--- config.mk ---
export PLATFORM = sky130hd
export DESIGN_NAME = dsd_dimming
export DESIGN_NICKNAME = d
export VERILOG_FILES = /design/src/include/dsd_pkg.sv /design/src/hw/dsd_dimming.sv /design/src/hw/dsd_pwm_chan.sv
export SDC_FILE = /design/constraint.sdc
export NUM_CORES = 1
export LEC_CHECK = 0
export BUFFER_PORTS_ARGS = -buffer_cell sky130_fd_sc_hd__buf_2
export CAP_MARGIN = 5
export CORE_AREA = 2 2 143 145
export CTS_BUF_LIST = sky130_fd_sc_hd__clkbuf_4 sky130_fd_sc_hd__clkbuf_8
export DETAILED_ROUTE_END_ITERATION = 16
export DIE_AREA = 0 0 145 147
export MAX_ROUTING_LAYER = met4
export PLACE_DENSITY = 0.65
export SYNTH_ARGS = -nofsm -noshare
export SYNTH_HDL_FRONTEND = slang
export SYNTH_SLANG_ARGS = --single-unit
export TNS_END_PERCENT = 1
--- constraint.sdc ---
create_clock -name core_clk_in -period 6.6 [get_ports core_clk_in]
set_input_delay 0.33 -clock core_clk_in [delete_from_list [all_inputs] [get_ports core_clk_in]]
set_output_delay 0.33 -clock core_clk_in [all_outputs]
set_load 0.01 [all_outputs]
--- src/include/dsd_pkg.sv ---
// Shared constants for the two-string dimming block.
`default_nettype none

package dsd_pkg;

    // Core clock rate and period.
    localparam int CLK_HZ = 20_000_000;
    localparam int CLK_PERIOD_NS = 50;

    // Fixed dimming rate of the register variant and its period in core cycles.
    localparam int DIM_RATE_HZ = 400;
    localparam int DIM_PERIOD_CYC = CLK_HZ / DIM_RATE_HZ;

    // Least on-time of the main gate; a least time rounds up to whole cycles.
    localparam int MAIN_MIN_ON_NS = 2000;
    localparam int MAIN_MIN_ON_CYC = (MAIN_MIN_ON_NS + CLK_PERIOD_NS - 1) / CLK_PERIOD_NS;

    // Duty code layout: the high byte holds bits 11 to 4, the low nibble bits 3 to 0.
    localparam int DUTY_W = 12;
    localparam int DUTY_HI_LSB = 4;
    localparam int DUTY_LO_W = 4;
    localparam logic [DUTY_W-1:0] DUTY_FULL = 12'hFFF;

    // Stored power-up values of the duty codes.
    localparam logic [DUTY_W-1:0] MAIN_DUTY_RST = 12'hFFF;
    localparam logic [DUTY_W-1:0] COLOR_DUTY_RST = 12'hFFF;

    // Byte selects of the duty code write port.
    localparam logic [1:0] SEL_MAIN_HI = 2'h0;
    localparam logic [1:0] SEL_MAIN_LO = 2'h1;
    localparam logic [1:0] SEL_COLOR_HI = 2'h2;
    localparam logic [1:0] SEL_COLOR_LO = 2'h3;

    // Run state of the dimming logic, Gray coded.
    typedef enum logic {
        DSD_OFF = 1'b0,
        DSD_RUN = 1'b1
    } dsd_run_e;

endpackage : dsd_pkg

`default_nettype wire

--- src/hw/dsd_dimming.sv ---
// Top of the two-string dimming logic: pin sync, duty codes, variant select, gate outputs.
`default_nettype none

module dsd_dimming
    import dsd_pkg::*;
#(
    parameter bit PIN_VARIANT  = 1'b0,
    parameter int PERIOD_CYC   = DIM_PERIOD_CYC,
    parameter int MIN_ON_CYC   = MAIN_MIN_ON_CYC
) (
    input  wire logic       core_clk_in,
    input  wire logic       rst_n_in,
    input  wire logic       enable_in,
    input  wire logic       main_dim_in,
    input  wire logic       color_dim_in,
    input  wire logic       duty_wr_in,
    input  wire logic [1:0] duty_sel_in,
    input  wire logic [7:0] duty_data_in,
    output logic            main_gate_out,
    output logic            color_gate_out,
    output logic            running_out
);

    localparam int MW = $clog2(MIN_ON_CYC + 1);
    localparam logic [MW-1:0] MIN_LOAD_V = MW'(MIN_ON_CYC - 1);

    // Refuse settings the counters cannot serve.
    if (PERIOD_CYC < 4) begin : g_bad_period
        $error("dsd_dimming: dimming period too short");
    end
    if (MIN_ON_CYC < 1) begin : g_bad_min_on
        $error("dsd_dimming: least on-time must be at least one cycle");
    end

    // Merges one written byte into a duty code; used for both strings.
    function automatic logic [DUTY_W-1:0] dsd_merge(
        input logic [DUTY_W-1:0] code,
        input logic              hi,
        input logic              lo,
        input logic [7:0]        data
    );
        logic [DUTY_W-1:0] r;
        r = code;
        if (hi) begin
            r[DUTY_W-1:DUTY_HI_LSB] = data;
        end
        if (lo) begin
            r[DUTY_LO_W-1:0] = data[DUTY_LO_W-1:0];
        end
        return r;
    endfunction

    // Pin synchronisers: stage one is read only by stage two.
    logic [2:0] pin_s1_q;
    logic [2:0] pin_s2_q;
    logic [2:0] pin_s1_d;
    logic [2:0] pin_s2_d;

    always_comb begin
        pin_s1_d = {enable_in, color_dim_in, main_dim_in};
        pin_s2_d = pin_s1_q;
    end

    always_ff @(posedge core_clk_in) begin
        if (!rst_n_in) begin
            pin_s1_q <= 3'h0;
            pin_s2_q <= 3'h0;
        end else begin
            pin_s1_q <= pin_s1_d;
            pin_s2_q <= pin_s2_d;
        end
    end

    logic main_pin;
    logic color_pin;
    logic en_pin;

    assign main_pin  = pin_s2_q[0];
    assign color_pin = pin_s2_q[1];
    assign en_pin    = pin_s2_q[2];

    // Run state follows the synchronised enable; its rising edge restarts everything.
    dsd_run_e run_q;
    dsd_run_e run_d;
    logic     en_rise;

    always_comb begin
        en_rise = en_pin & (run_q == DSD_OFF);
        unique case (run_q)
            DSD_OFF: run_d = en_pin ? DSD_RUN : DSD_OFF;
            DSD_RUN: run_d = en_pin ? DSD_RUN : DSD_OFF;
        endcase
    end

    always_ff @(posedge core_clk_in) begin
        if (!rst_n_in) begin
            run_q <= DSD_OFF;
        end else begin
            run_q <= run_d;
        end
    end

    // Pending duty codes; the channels pick them up at their period boundary.
    logic [DUTY_W-1:0] main_code_q;
    logic [DUTY_W-1:0] main_code_d;
    logic [DUTY_W-1:0] color_code_q;
    logic [DUTY_W-1:0] color_code_d;
    logic [DUTY_W-1:0] main_feed;
    logic [DUTY_W-1:0] color_feed;

    always_comb begin
        main_code_d  = main_code_q;
        color_code_d = color_code_q;
        if (en_rise) begin
            // A reload wins over a write in the same cycle, as a fresh start must.
            main_code_d  = MAIN_DUTY_RST;
            color_code_d = COLOR_DUTY_RST;
        end else if (duty_wr_in) begin
            main_code_d  = dsd_merge(main_code_q, duty_sel_in == SEL_MAIN_HI,
                                     duty_sel_in == SEL_MAIN_LO, duty_data_in);
            color_code_d = dsd_merge(color_code_q, duty_sel_in == SEL_COLOR_HI,
                                     duty_sel_in == SEL_COLOR_LO, duty_data_in);
        end
        // On restart the channels must see the stored values, not the stale pending codes.
        main_feed  = en_rise ? MAIN_DUTY_RST : main_code_q;
        color_feed = en_rise ? COLOR_DUTY_RST : color_code_q;
    end

    always_ff @(posedge core_clk_in) begin
        if (!rst_n_in) begin
            main_code_q  <= MAIN_DUTY_RST;
            color_code_q <= COLOR_DUTY_RST;
        end else begin
            main_code_q  <= main_code_d;
            color_code_q <= color_code_d;
        end
    end

    // Register-variant channels; the color one starts half a period in.
    logic main_reg_pwm;
    logic color_reg_pwm;

    dsd_pwm_chan #(
        .PERIOD_CYC (PERIOD_CYC),
        .START_CYC  (0),
        .CODE_RST   (MAIN_DUTY_RST)
    ) u_main_chan (
        .core_clk_in (core_clk_in),
        .rst_n_in    (rst_n_in),
        .run_in      (run_q == DSD_RUN),
        .restart_in  (en_rise),
        .code_in     (main_feed),
        .pwm_out     (main_reg_pwm)
    );

    dsd_pwm_chan #(
        .PERIOD_CYC (PERIOD_CYC),
        .START_CYC  (PERIOD_CYC / 2),
        .CODE_RST   (COLOR_DUTY_RST)
    ) u_color_chan (
        .core_clk_in (core_clk_in),
        .rst_n_in    (rst_n_in),
        .run_in      (run_q == DSD_RUN),
        .restart_in  (en_rise),
        .code_in     (color_feed),
        .pwm_out     (color_reg_pwm)
    );

    // Variant select: the pin variant has no timebase and simply follows the inputs.
    logic main_raw;
    logic color_raw;

    always_comb begin
        if (PIN_VARIANT) begin
            main_raw  = main_pin;
            color_raw = color_pin;
        end else begin
            main_raw  = main_reg_pwm;
            color_raw = color_reg_pwm;
        end
    end

    // Main gate pulse stretcher; a short input pulse lengthens duty slightly at high rates.
    logic          main_prev_q;
    logic          main_prev_d;
    logic [MW-1:0] min_cnt_q;
    logic [MW-1:0] min_cnt_d;
    logic          main_gate_q;
    logic          main_gate_d;
    logic          color_gate_q;
    logic          color_gate_d;
    logic          running_q;
    logic          running_d;
    logic          run_on;

    always_comb begin
        run_on      = (run_q == DSD_RUN);
        main_prev_d = main_raw & run_on;
        min_cnt_d   = min_cnt_q;
        if (!run_on) begin
            min_cnt_d = '0;
        end else if (main_raw && !main_prev_q) begin
            min_cnt_d = MIN_LOAD_V;
        end else if (min_cnt_q != '0) begin
            min_cnt_d = min_cnt_q - 1'b1;
        end
        main_gate_d  = run_on & (main_raw | (min_cnt_q != '0));
        color_gate_d = run_on & color_raw;
        running_d    = run_on;
    end

    always_ff @(posedge core_clk_in) begin
        if (!rst_n_in) begin
            main_prev_q  <= 1'b0;
            min_cnt_q    <= '0;
            main_gate_q  <= 1'b0;
            color_gate_q <= 1'b0;
            running_q    <= 1'b0;
        end else begin
            main_prev_q  <= main_prev_d;
            min_cnt_q    <= min_cnt_d;
            main_gate_q  <= main_gate_d;
            color_gate_q <= color_gate_d;
            running_q    <= running_d;
        end
    end

    // Outputs come straight from flops.
    assign main_gate_out  = main_gate_q;
    assign color_gate_out = color_gate_q;
    assign running_out    = running_q;

endmodule // dsd_dimming

`default_nettype wire

--- src/hw/dsd_pwm_chan.sv ---
// One register-variant dimming channel: period counter, code latch and compare.
`default_nettype none

module dsd_pwm_chan
    import dsd_pkg::*;
#(
    parameter int              PERIOD_CYC = DIM_PERIOD_CYC,
    parameter int              START_CYC  = 0,
    parameter logic [DUTY_W-1:0] CODE_RST = MAIN_DUTY_RST
) (
    input  wire logic              core_clk_in,
    input  wire logic              rst_n_in,
    input  wire logic              run_in,
    input  wire logic              restart_in,
    input  wire logic [DUTY_W-1:0] code_in,
    output logic                   pwm_out
);

    localparam int CW = $clog2(PERIOD_CYC);
    localparam logic [CW-1:0] LAST_V = CW'(PERIOD_CYC - 1);
    localparam logic [CW-1:0] START_V = CW'(START_CYC);
    localparam logic [CW+DUTY_W-1:0] PERIOD_V = (CW + DUTY_W)'(PERIOD_CYC);

    logic [CW-1:0]        cnt_q;
    logic [CW-1:0]        cnt_d;
    logic [DUTY_W-1:0]    code_q;
    logic [DUTY_W-1:0]    code_d;
    logic                 pwm_q;
    logic                 pwm_d;
    logic [CW+DUTY_W-1:0] prod;
    logic [CW-1:0]        thr;

    if (START_CYC < 0 || START_CYC >= PERIOD_CYC) begin : g_bad_start
        $error("dsd_pwm_chan: start offset outside the period");
    end

    // The code is taken only at the period boundary or on restart so a pulse is never cut or doubled.
    always_comb begin
        cnt_d  = cnt_q;
        code_d = code_q;
        prod   = code_q * PERIOD_V;
        thr    = prod[CW+DUTY_W-1:DUTY_W];
        if (restart_in) begin
            cnt_d  = START_V;
            code_d = code_in;
        end else if (cnt_q == LAST_V) begin
            cnt_d  = '0;
            code_d = code_in;
        end else begin
            cnt_d = cnt_q + 1'b1;
        end
        // Full code keeps the string on; the scaled compare cannot reach the whole period.
        pwm_d = run_in & ((code_q == DUTY_FULL) | (cnt_q < thr));
    end

    // Channel state registers.
    always_ff @(posedge core_clk_in) begin
        if (!rst_n_in) begin
            cnt_q  <= START_V;
            code_q <= CODE_RST;
            pwm_q  <= 1'b0;
        end else begin
            cnt_q  <= cnt_d;
            code_q <= code_d;
            pwm_q  <= pwm_d;
        end
    end

    assign pwm_out = pwm_q;

endmodule // dsd_pwm_chan

`default_nettype wire

; ---- Word-level counts from Yosys, hierarchy flattened
; Cells that the tools add are included.
[word_totals]
wordCells = 71
input_bits = 16
ff_bits = 99
[op_classes]
n_reduce_logical = 16
n_eq_ne = 7
bitwise_logic = 11
order_cmp = 2
multipliers = 2
n_mux = 10
addsub = 3
[op_table]
columns = operator, count
row1 = 2-to-1 mux 12 bit, 6
row2 = "multiplier 12 x 12 -> 24 bit, second input constant", 2
row3 = "adder 16 x 1 -> 16 bit, second input constant", 2
row4 = "equality test 16 bit, second input constant", 2
row5 = less-than comparator 16 bit, 2
row6 = "equality test 12 bit, second input constant", 2
row7 = 2-to-1 mux 15 bit, 1
row8 = 2-to-1 mux 6 bit, 2
row9 = AND reduction 2 bit, 5
row10 = OR reduction 3 bit, 3
row11 = bitwise AND 1 bit, 6
row12 = nonzero test 2 bit, 3
row13 = nonzero test 6 bit, 1
row14 = "subtractor 6 x 1 -> 6 bit, second input constant", 1
row15 = "equality test 2 bit, second input constant", 2
row16 = bitwise OR 1 bit, 3
row17 = "equality test 2 x 1 -> 1 bit, second input constant", 1
row18 = logical NOT 2 bit, 1
row19 = inverter 1 bit, 2
row20 = OR reduction 2 bit, 1
row21 = logical AND 1 bit, 1
row22 = logical NOT 1 bit, 1
row23 = 2-to-1 mux 1 bit, 1

; ---- Depth between registers and ports, before layout
[logic_depth]
depth_word = 5
mapped_depth = 24
depth_no_buf = 24

; ---- Modules after synthesis
; From an unflattened synthesis, not the netlist that was laid out.
[hier_totals]
hier_cells = 1025
area_unflattened_um2 = 9273.9
[modules_own_cells]
columns = module, cells_per_inst, instances, area_per_inst_um2, seq_area_each_um2
row1 = dsd_pwm_chan at u_main_chan, 417, 1, 3877.5, 580.6
row2 = dsd_pwm_chan at u_color_chan, 429, 1, 3865.0, 580.6
row3 = dsd_dimming, 179, 1, 1531.5, 740.7

; ---- Worst setup path after synthesis
; No wires, ideal clock.
[synth_timing]
kind = reg-to-reg
from = register u_color_chan.code_q[5]
to = register u_color_chan.pwm_q, in the netlist u_color_chan.pwm_out
path_slack_ns = 1.371
n_path_buf = 0
t_arrival_ns = 5.143
path_stages_with_launch = 22
setup_time_ns = 0.086
period_less_slack_ns = 5.229
t_required_ns = 6.514
cell_sequence = dfxtp_1 > ha_1 > ha_1 > fa_1 > inv_1 > fa_1 > fa_1 > inv_1 > ha_1 > a21o_1 > a21oi_1 > o31ai_4 > a2111oi_4 > nor2_1 > xnor2_1 > ha_1 > a41o_1 > a21oi_1 > nor2b_1 > o311ai_0 > a21oi_1 > a211oi_1
[synth_between]
elab_chain_len = 4
elab_cells_between_ends = 5
[synth_lines]
columns = element, line_no
row1 = "start, declared", dsd_pwm_chan.sv:26  ; logic [DUTY_W-1:0] code_q;
row2 = "start signal, assigned", dsd_pwm_chan.sv:64  ; code_q <= code_d;
row3 = multiplier 12 x 12 -> 24 bit, dsd_pwm_chan.sv:41  ; prod = code_q * PERIOD_V;
row4 = less-than comparator 16 bit, dsd_pwm_chan.sv:53  ; pwm_d = run_in & ((code_q == DUTY_FULL) | (cnt_q < thr));
row5 = bitwise OR 1 bit (*), dsd_pwm_chan.sv:53
row6 = bitwise AND 1 bit (*), dsd_pwm_chan.sv:53
row7 = "end signal, assigned", dsd_pwm_chan.sv:65  ; pwm_q <= pwm_d;
row8 = "end, declared", dsd_pwm_chan.sv:28  ; logic pwm_q;
; Mark *: on every way between the ends. The rest lies on a longest branch, timed or not.
; A chain may end at the register's enable or synchronous reset.

; ---- Worst setup path after layout
[layout_timing]
from = register u_main_chan.code_q[2]
to = register u_main_chan.pwm_q, in the netlist u_main_chan.pwm_out
[layout_between]
elab_chain_len = 4
elab_cells_between_ends = 5
[layout_lines]
columns = element, line_no
row1 = "start, declared", dsd_pwm_chan.sv:26
row2 = "start signal, assigned", dsd_pwm_chan.sv:64
row3 = multiplier 12 x 12 -> 24 bit, dsd_pwm_chan.sv:41
row4 = less-than comparator 16 bit, dsd_pwm_chan.sv:53
row5 = bitwise OR 1 bit (*), dsd_pwm_chan.sv:53
row6 = bitwise AND 1 bit (*), dsd_pwm_chan.sv:53
row7 = "end signal, assigned", dsd_pwm_chan.sv:65
row8 = "end, declared", dsd_pwm_chan.sv:28
; Marked as above.

==> metrics.csv <==
metric,value,unit
"Max FO, Critical Path",6,
ys flop type,dfxtp_1,
clock share of power,42.8,%
vias in the first global route,6312,
die width,145,um
critical-path cell list,"ha_1, xor2_1, xor2_1, ha_1, a21oi_1, fa_1, fa_1, inv_1, ha_1, a21o_1, a21oi_1, o22ai_1, or3_1, a31o_2, xnor2_1, ha_1, or3_1, o21ai_0, a21oi_1, a31oi_1, o31ai_1, a21oi_1",
"Req. time, crit path",6.90,ns
share of cells above drive strength 1,4.70,%
Slew @ Worst Pin,1.06,ns
Seq pwr share,53.4,%
Fillers,1934,
worst r2r src,u_main_chan.code_q[2],
drt total wl,17200,um
CTS buffer count,9,
Worst Clk Skew,0.0128,ns
GRT Overall Usage,17.7,%
Area Growth Syn to Fin,7.37,%
clk slew on worst S/H paths,0.10,ns
first-pass GRT wire length,30000,um
Yosys reg bits,95,
postcts setup bufs,0,
CP max stage cell,fa_1,
"Async S/R FF share, synth",0,%
largest cells by area after synthesis,"ha_1 (29%), dfxtp_1 (22%), fa_1 (11%)",
nets,1241,
Ys Warns,0,
"Hold Vio Cnt, Final",0,
DR WL/cell,13.8,um
"commonest non-fill, non-tap cell in the layout",ha_1,
worst hold-check path type,in -> reg,
initial antenna violation count,0,
CP endpoint kind,flop,
Max Cap Viol,0,
flop-to-flop setup slack,0.79,ns
Reg area,1900,um2
FF-to-FF End,u_main_chan.pwm_out,
"commonest cells after routing, fill and taps aside","ha_1 (206), inv_1 (117), nand2_1 (104), dfxtp_1 (95), nor2_1 (57)",
reg2reg path depth,22,
Final min period,5.81,ns
sequential-to-total area share from yosys stat,21.7,%
Placer Congestion,0.845,
Slew HR,29.2,%
grt total ovfl,0,
Clock Tree Root,clkbuf_8,
mapped cell area,8760,um2
vias,6359,
hold path cells,3,
TritonCTS clock tree,yes,
Hold Startpoint,duty_data_in[4],
Ports,19,
Antenna Violating Nets Remaining,0,
unrepaired setup endpoints after global routing,no,
"area leader, netlist",ha_1,
Rows,52,
DPL Wire Length,14500,um
core area,19800,um2
Static Leakage,4.60,nW
largest vdd supply drop,71.2,uV
Worst Hold Path EP,color_code_q[8],
antenna fix cells,0,
multi-input combinational cell area,6380,um2
Max Fclk,0.172,GHz
area share of the largest cell type after synthesis,29.4,%
Initial Util,44.1,%
"Distinct cells, synth",50,
outcome,completed,
Final Util,47.4,%
# DRC,0,
Int Pwr,856,uW
CP bufs+invs,1,
H-tree levels,3,
Die Ht,147,um
drt first pass iters,4,
"Clk Latency, worst-skew pair",0.38,ns
via density per instance,5.10,
"Largest delay share family, worst path",adder cells,
clock buffer depth,2,
CTS resizes,0,
number of synthesized flops with an enable pin,0,
pin count of the biggest net entering global routing,49,
Psw,250,uW
sw frac,22.6,%
drt first-iter violations,196,
max-slew violations,0,
Post-Syn Instances,957,
Critical Path Source Type,flop,
PortBufs,16,
crit path DAT,6.11,ns
full die area,21300,um2
endpoints failing setup,0,
Final Cycle Share,88.0,%
combinational power share,3.8,%
worst stage delay on the critical path,0.55,ns
critical path class,reg -> reg,
Post-Syn Nets,1225,
Syn Area/Cell,9.15,um2
CTS Sinks,95,
TNS Setup,0,ns
hold-fix buffers at CTS,0,
Power Dens Cells,118,nW/um2
area by class of cell:
| class | count | share of cell area (%) |
|---|---|---|
| tap | 270 | 3.59 |
| sequential | 95 | 20.2 |
| clock inverter | 7 | 1.34 |
| timing repair buffer | 18 | 1.01 |
| inverter | 117 | 4.67 |
| multi-input combinational | 732 | 67.8 |
| clock buffer | 9 | 1.32 |
logic make-up (layout without fill, tap and decap cells):
kind of cell    Yosys count  count (layout)  synth area share (%)
compound gates          111             111                  8.54
xor+xnor                 73              73                  7.30
fa+ha+maj               252             252                  39.9
buf+inv                 130             151                  5.57
flops                    95              95                  21.7
mux                      21              21                  2.40
simple gates            275             275                  14.5
state kept, by name, indices dropped and copies added, names as in the netlist:
| register | count |
|---|---|
| u_color_chan.pwm_out | 1 |
| running_out | 1 |
| u_main_chan.pwm_out | 1 |
| pin_s2_q | 1 |
| u_color_chan.cnt_q | 16 |
| min_cnt_q | 6 |
| main_prev_q | 1 |
| u_color_chan.code_q | 12 |
| u_main_chan.code_q | 12 |
| run_on | 1 |
| pin_s1_q | 1 |
| main_code_q | 12 |
| color_gate_out | 1 |
| u_main_chan.cnt_q | 16 |
| color_code_q | 12 |
| main_gate_out | 1 |
worst max-delay path by stage:
stage / from / to / depth (start not counted)
2_1_floorplan: u_color_chan.code_q[5] / u_color_chan.pwm_out / 21
3_3_place_gp: u_color_chan.code_q[6] / u_color_chan.pwm_out / 21
3_5_place_dp: u_main_chan.code_q[2] / u_main_chan.pwm_out / 22
4_1_cts: u_color_chan.code_q[6] / u_color_chan.pwm_out / 21
5_1_grt: u_main_chan.code_q[2] / u_main_chan.pwm_out / 22
6_report: u_main_chan.code_q[2] / u_main_chan.pwm_out / 22
synthesized netlist by cell type (all sizes together) (2+ instances only):
cell type and instances:
ha 206, inv 117, nand2 104, dfxtp 95, nor2 58, fa 46
nand3 46, a21oi 44, xor2 40, xnor2 33, mux2i 21, o21ai 18
clkbuf 13, nand4 13, a21o 12, and3 12, and2 7, nor3 7
a31o 5, a31oi 5, nor2b 5, nor4 5, o21a 5, or3 5
o31ai 4, nor4b 3, a2111oi 2, a311oi 2, and4 2, nand2b 2
nand3b 2, o211ai 2, o311ai 2
worst reg2reg max path, cell delays in order, from the launching register on:
cell	delay, ns
dfxtp_1	0.47
ha_1	0.33
xor2_1	0.36
xor2_1	0.13
ha_1	0.20
a21oi_1	0.15
fa_1	0.46
fa_1	0.55
inv_1	0.04
ha_1	0.35
a21o_1	0.20
a21oi_1	0.23
o22ai_1	0.13
or3_1	0.43
a31o_2	0.29
xnor2_1	0.18
ha_1	0.28
or3_1	0.34
o21ai_0	0.08
a21oi_1	0.06
a31oi_1	0.17
o31ai_1	0.12
a21oi_1	0.17
stage by stage:
| step | total power, mW | worst slack [ns] | hold WS, ns | std cells | cell area, um2 |
|---|---|---|---|---|---|
| 6_report | 1.11 | 0.793 | 0.210 | 1248 | 9400 |
| 5_1_grt | 1.15 | 0.339 | 0.190 | 1248 | 9400 |
| 4_1_cts | 1.12 | 0.805 | 0.192 | 1248 | 9400 |
| 3_5_place_dp | 0.646 | 0.873 | 0.424 | 1232 | 9150 |
| 3_3_place_gp | 0.645 | 0.944 | 0.425 | 1232 | 9150 |
| 2_1_floorplan | 0.629 | 1.37 | 0.412 | 957 | 8760 |
power groups by stage:
stage                     combinational (mW)  clock (mW)  sequential, mW
after floorplan                       0.0274           0           0.602
after global placement                0.0414           0           0.604
after detailed placement              0.0421           0           0.604
after CTS                             0.0423       0.488           0.591
after global routing                  0.0482       0.512           0.593
final                                 0.0421       0.473           0.590
metal layers:
metal	global-route usage [%]	vias up	share of wire (%)	routed length, um
met2	29.8	43	48	8350
met5	-	-	0	0
met1	22.5	3002	48	8340
li1	-	3298	-	-
met4	4.70	0	1.5	259
met3	2.30	16	1.7	285
Note: power is estimated with default switching activity, not from simulation.
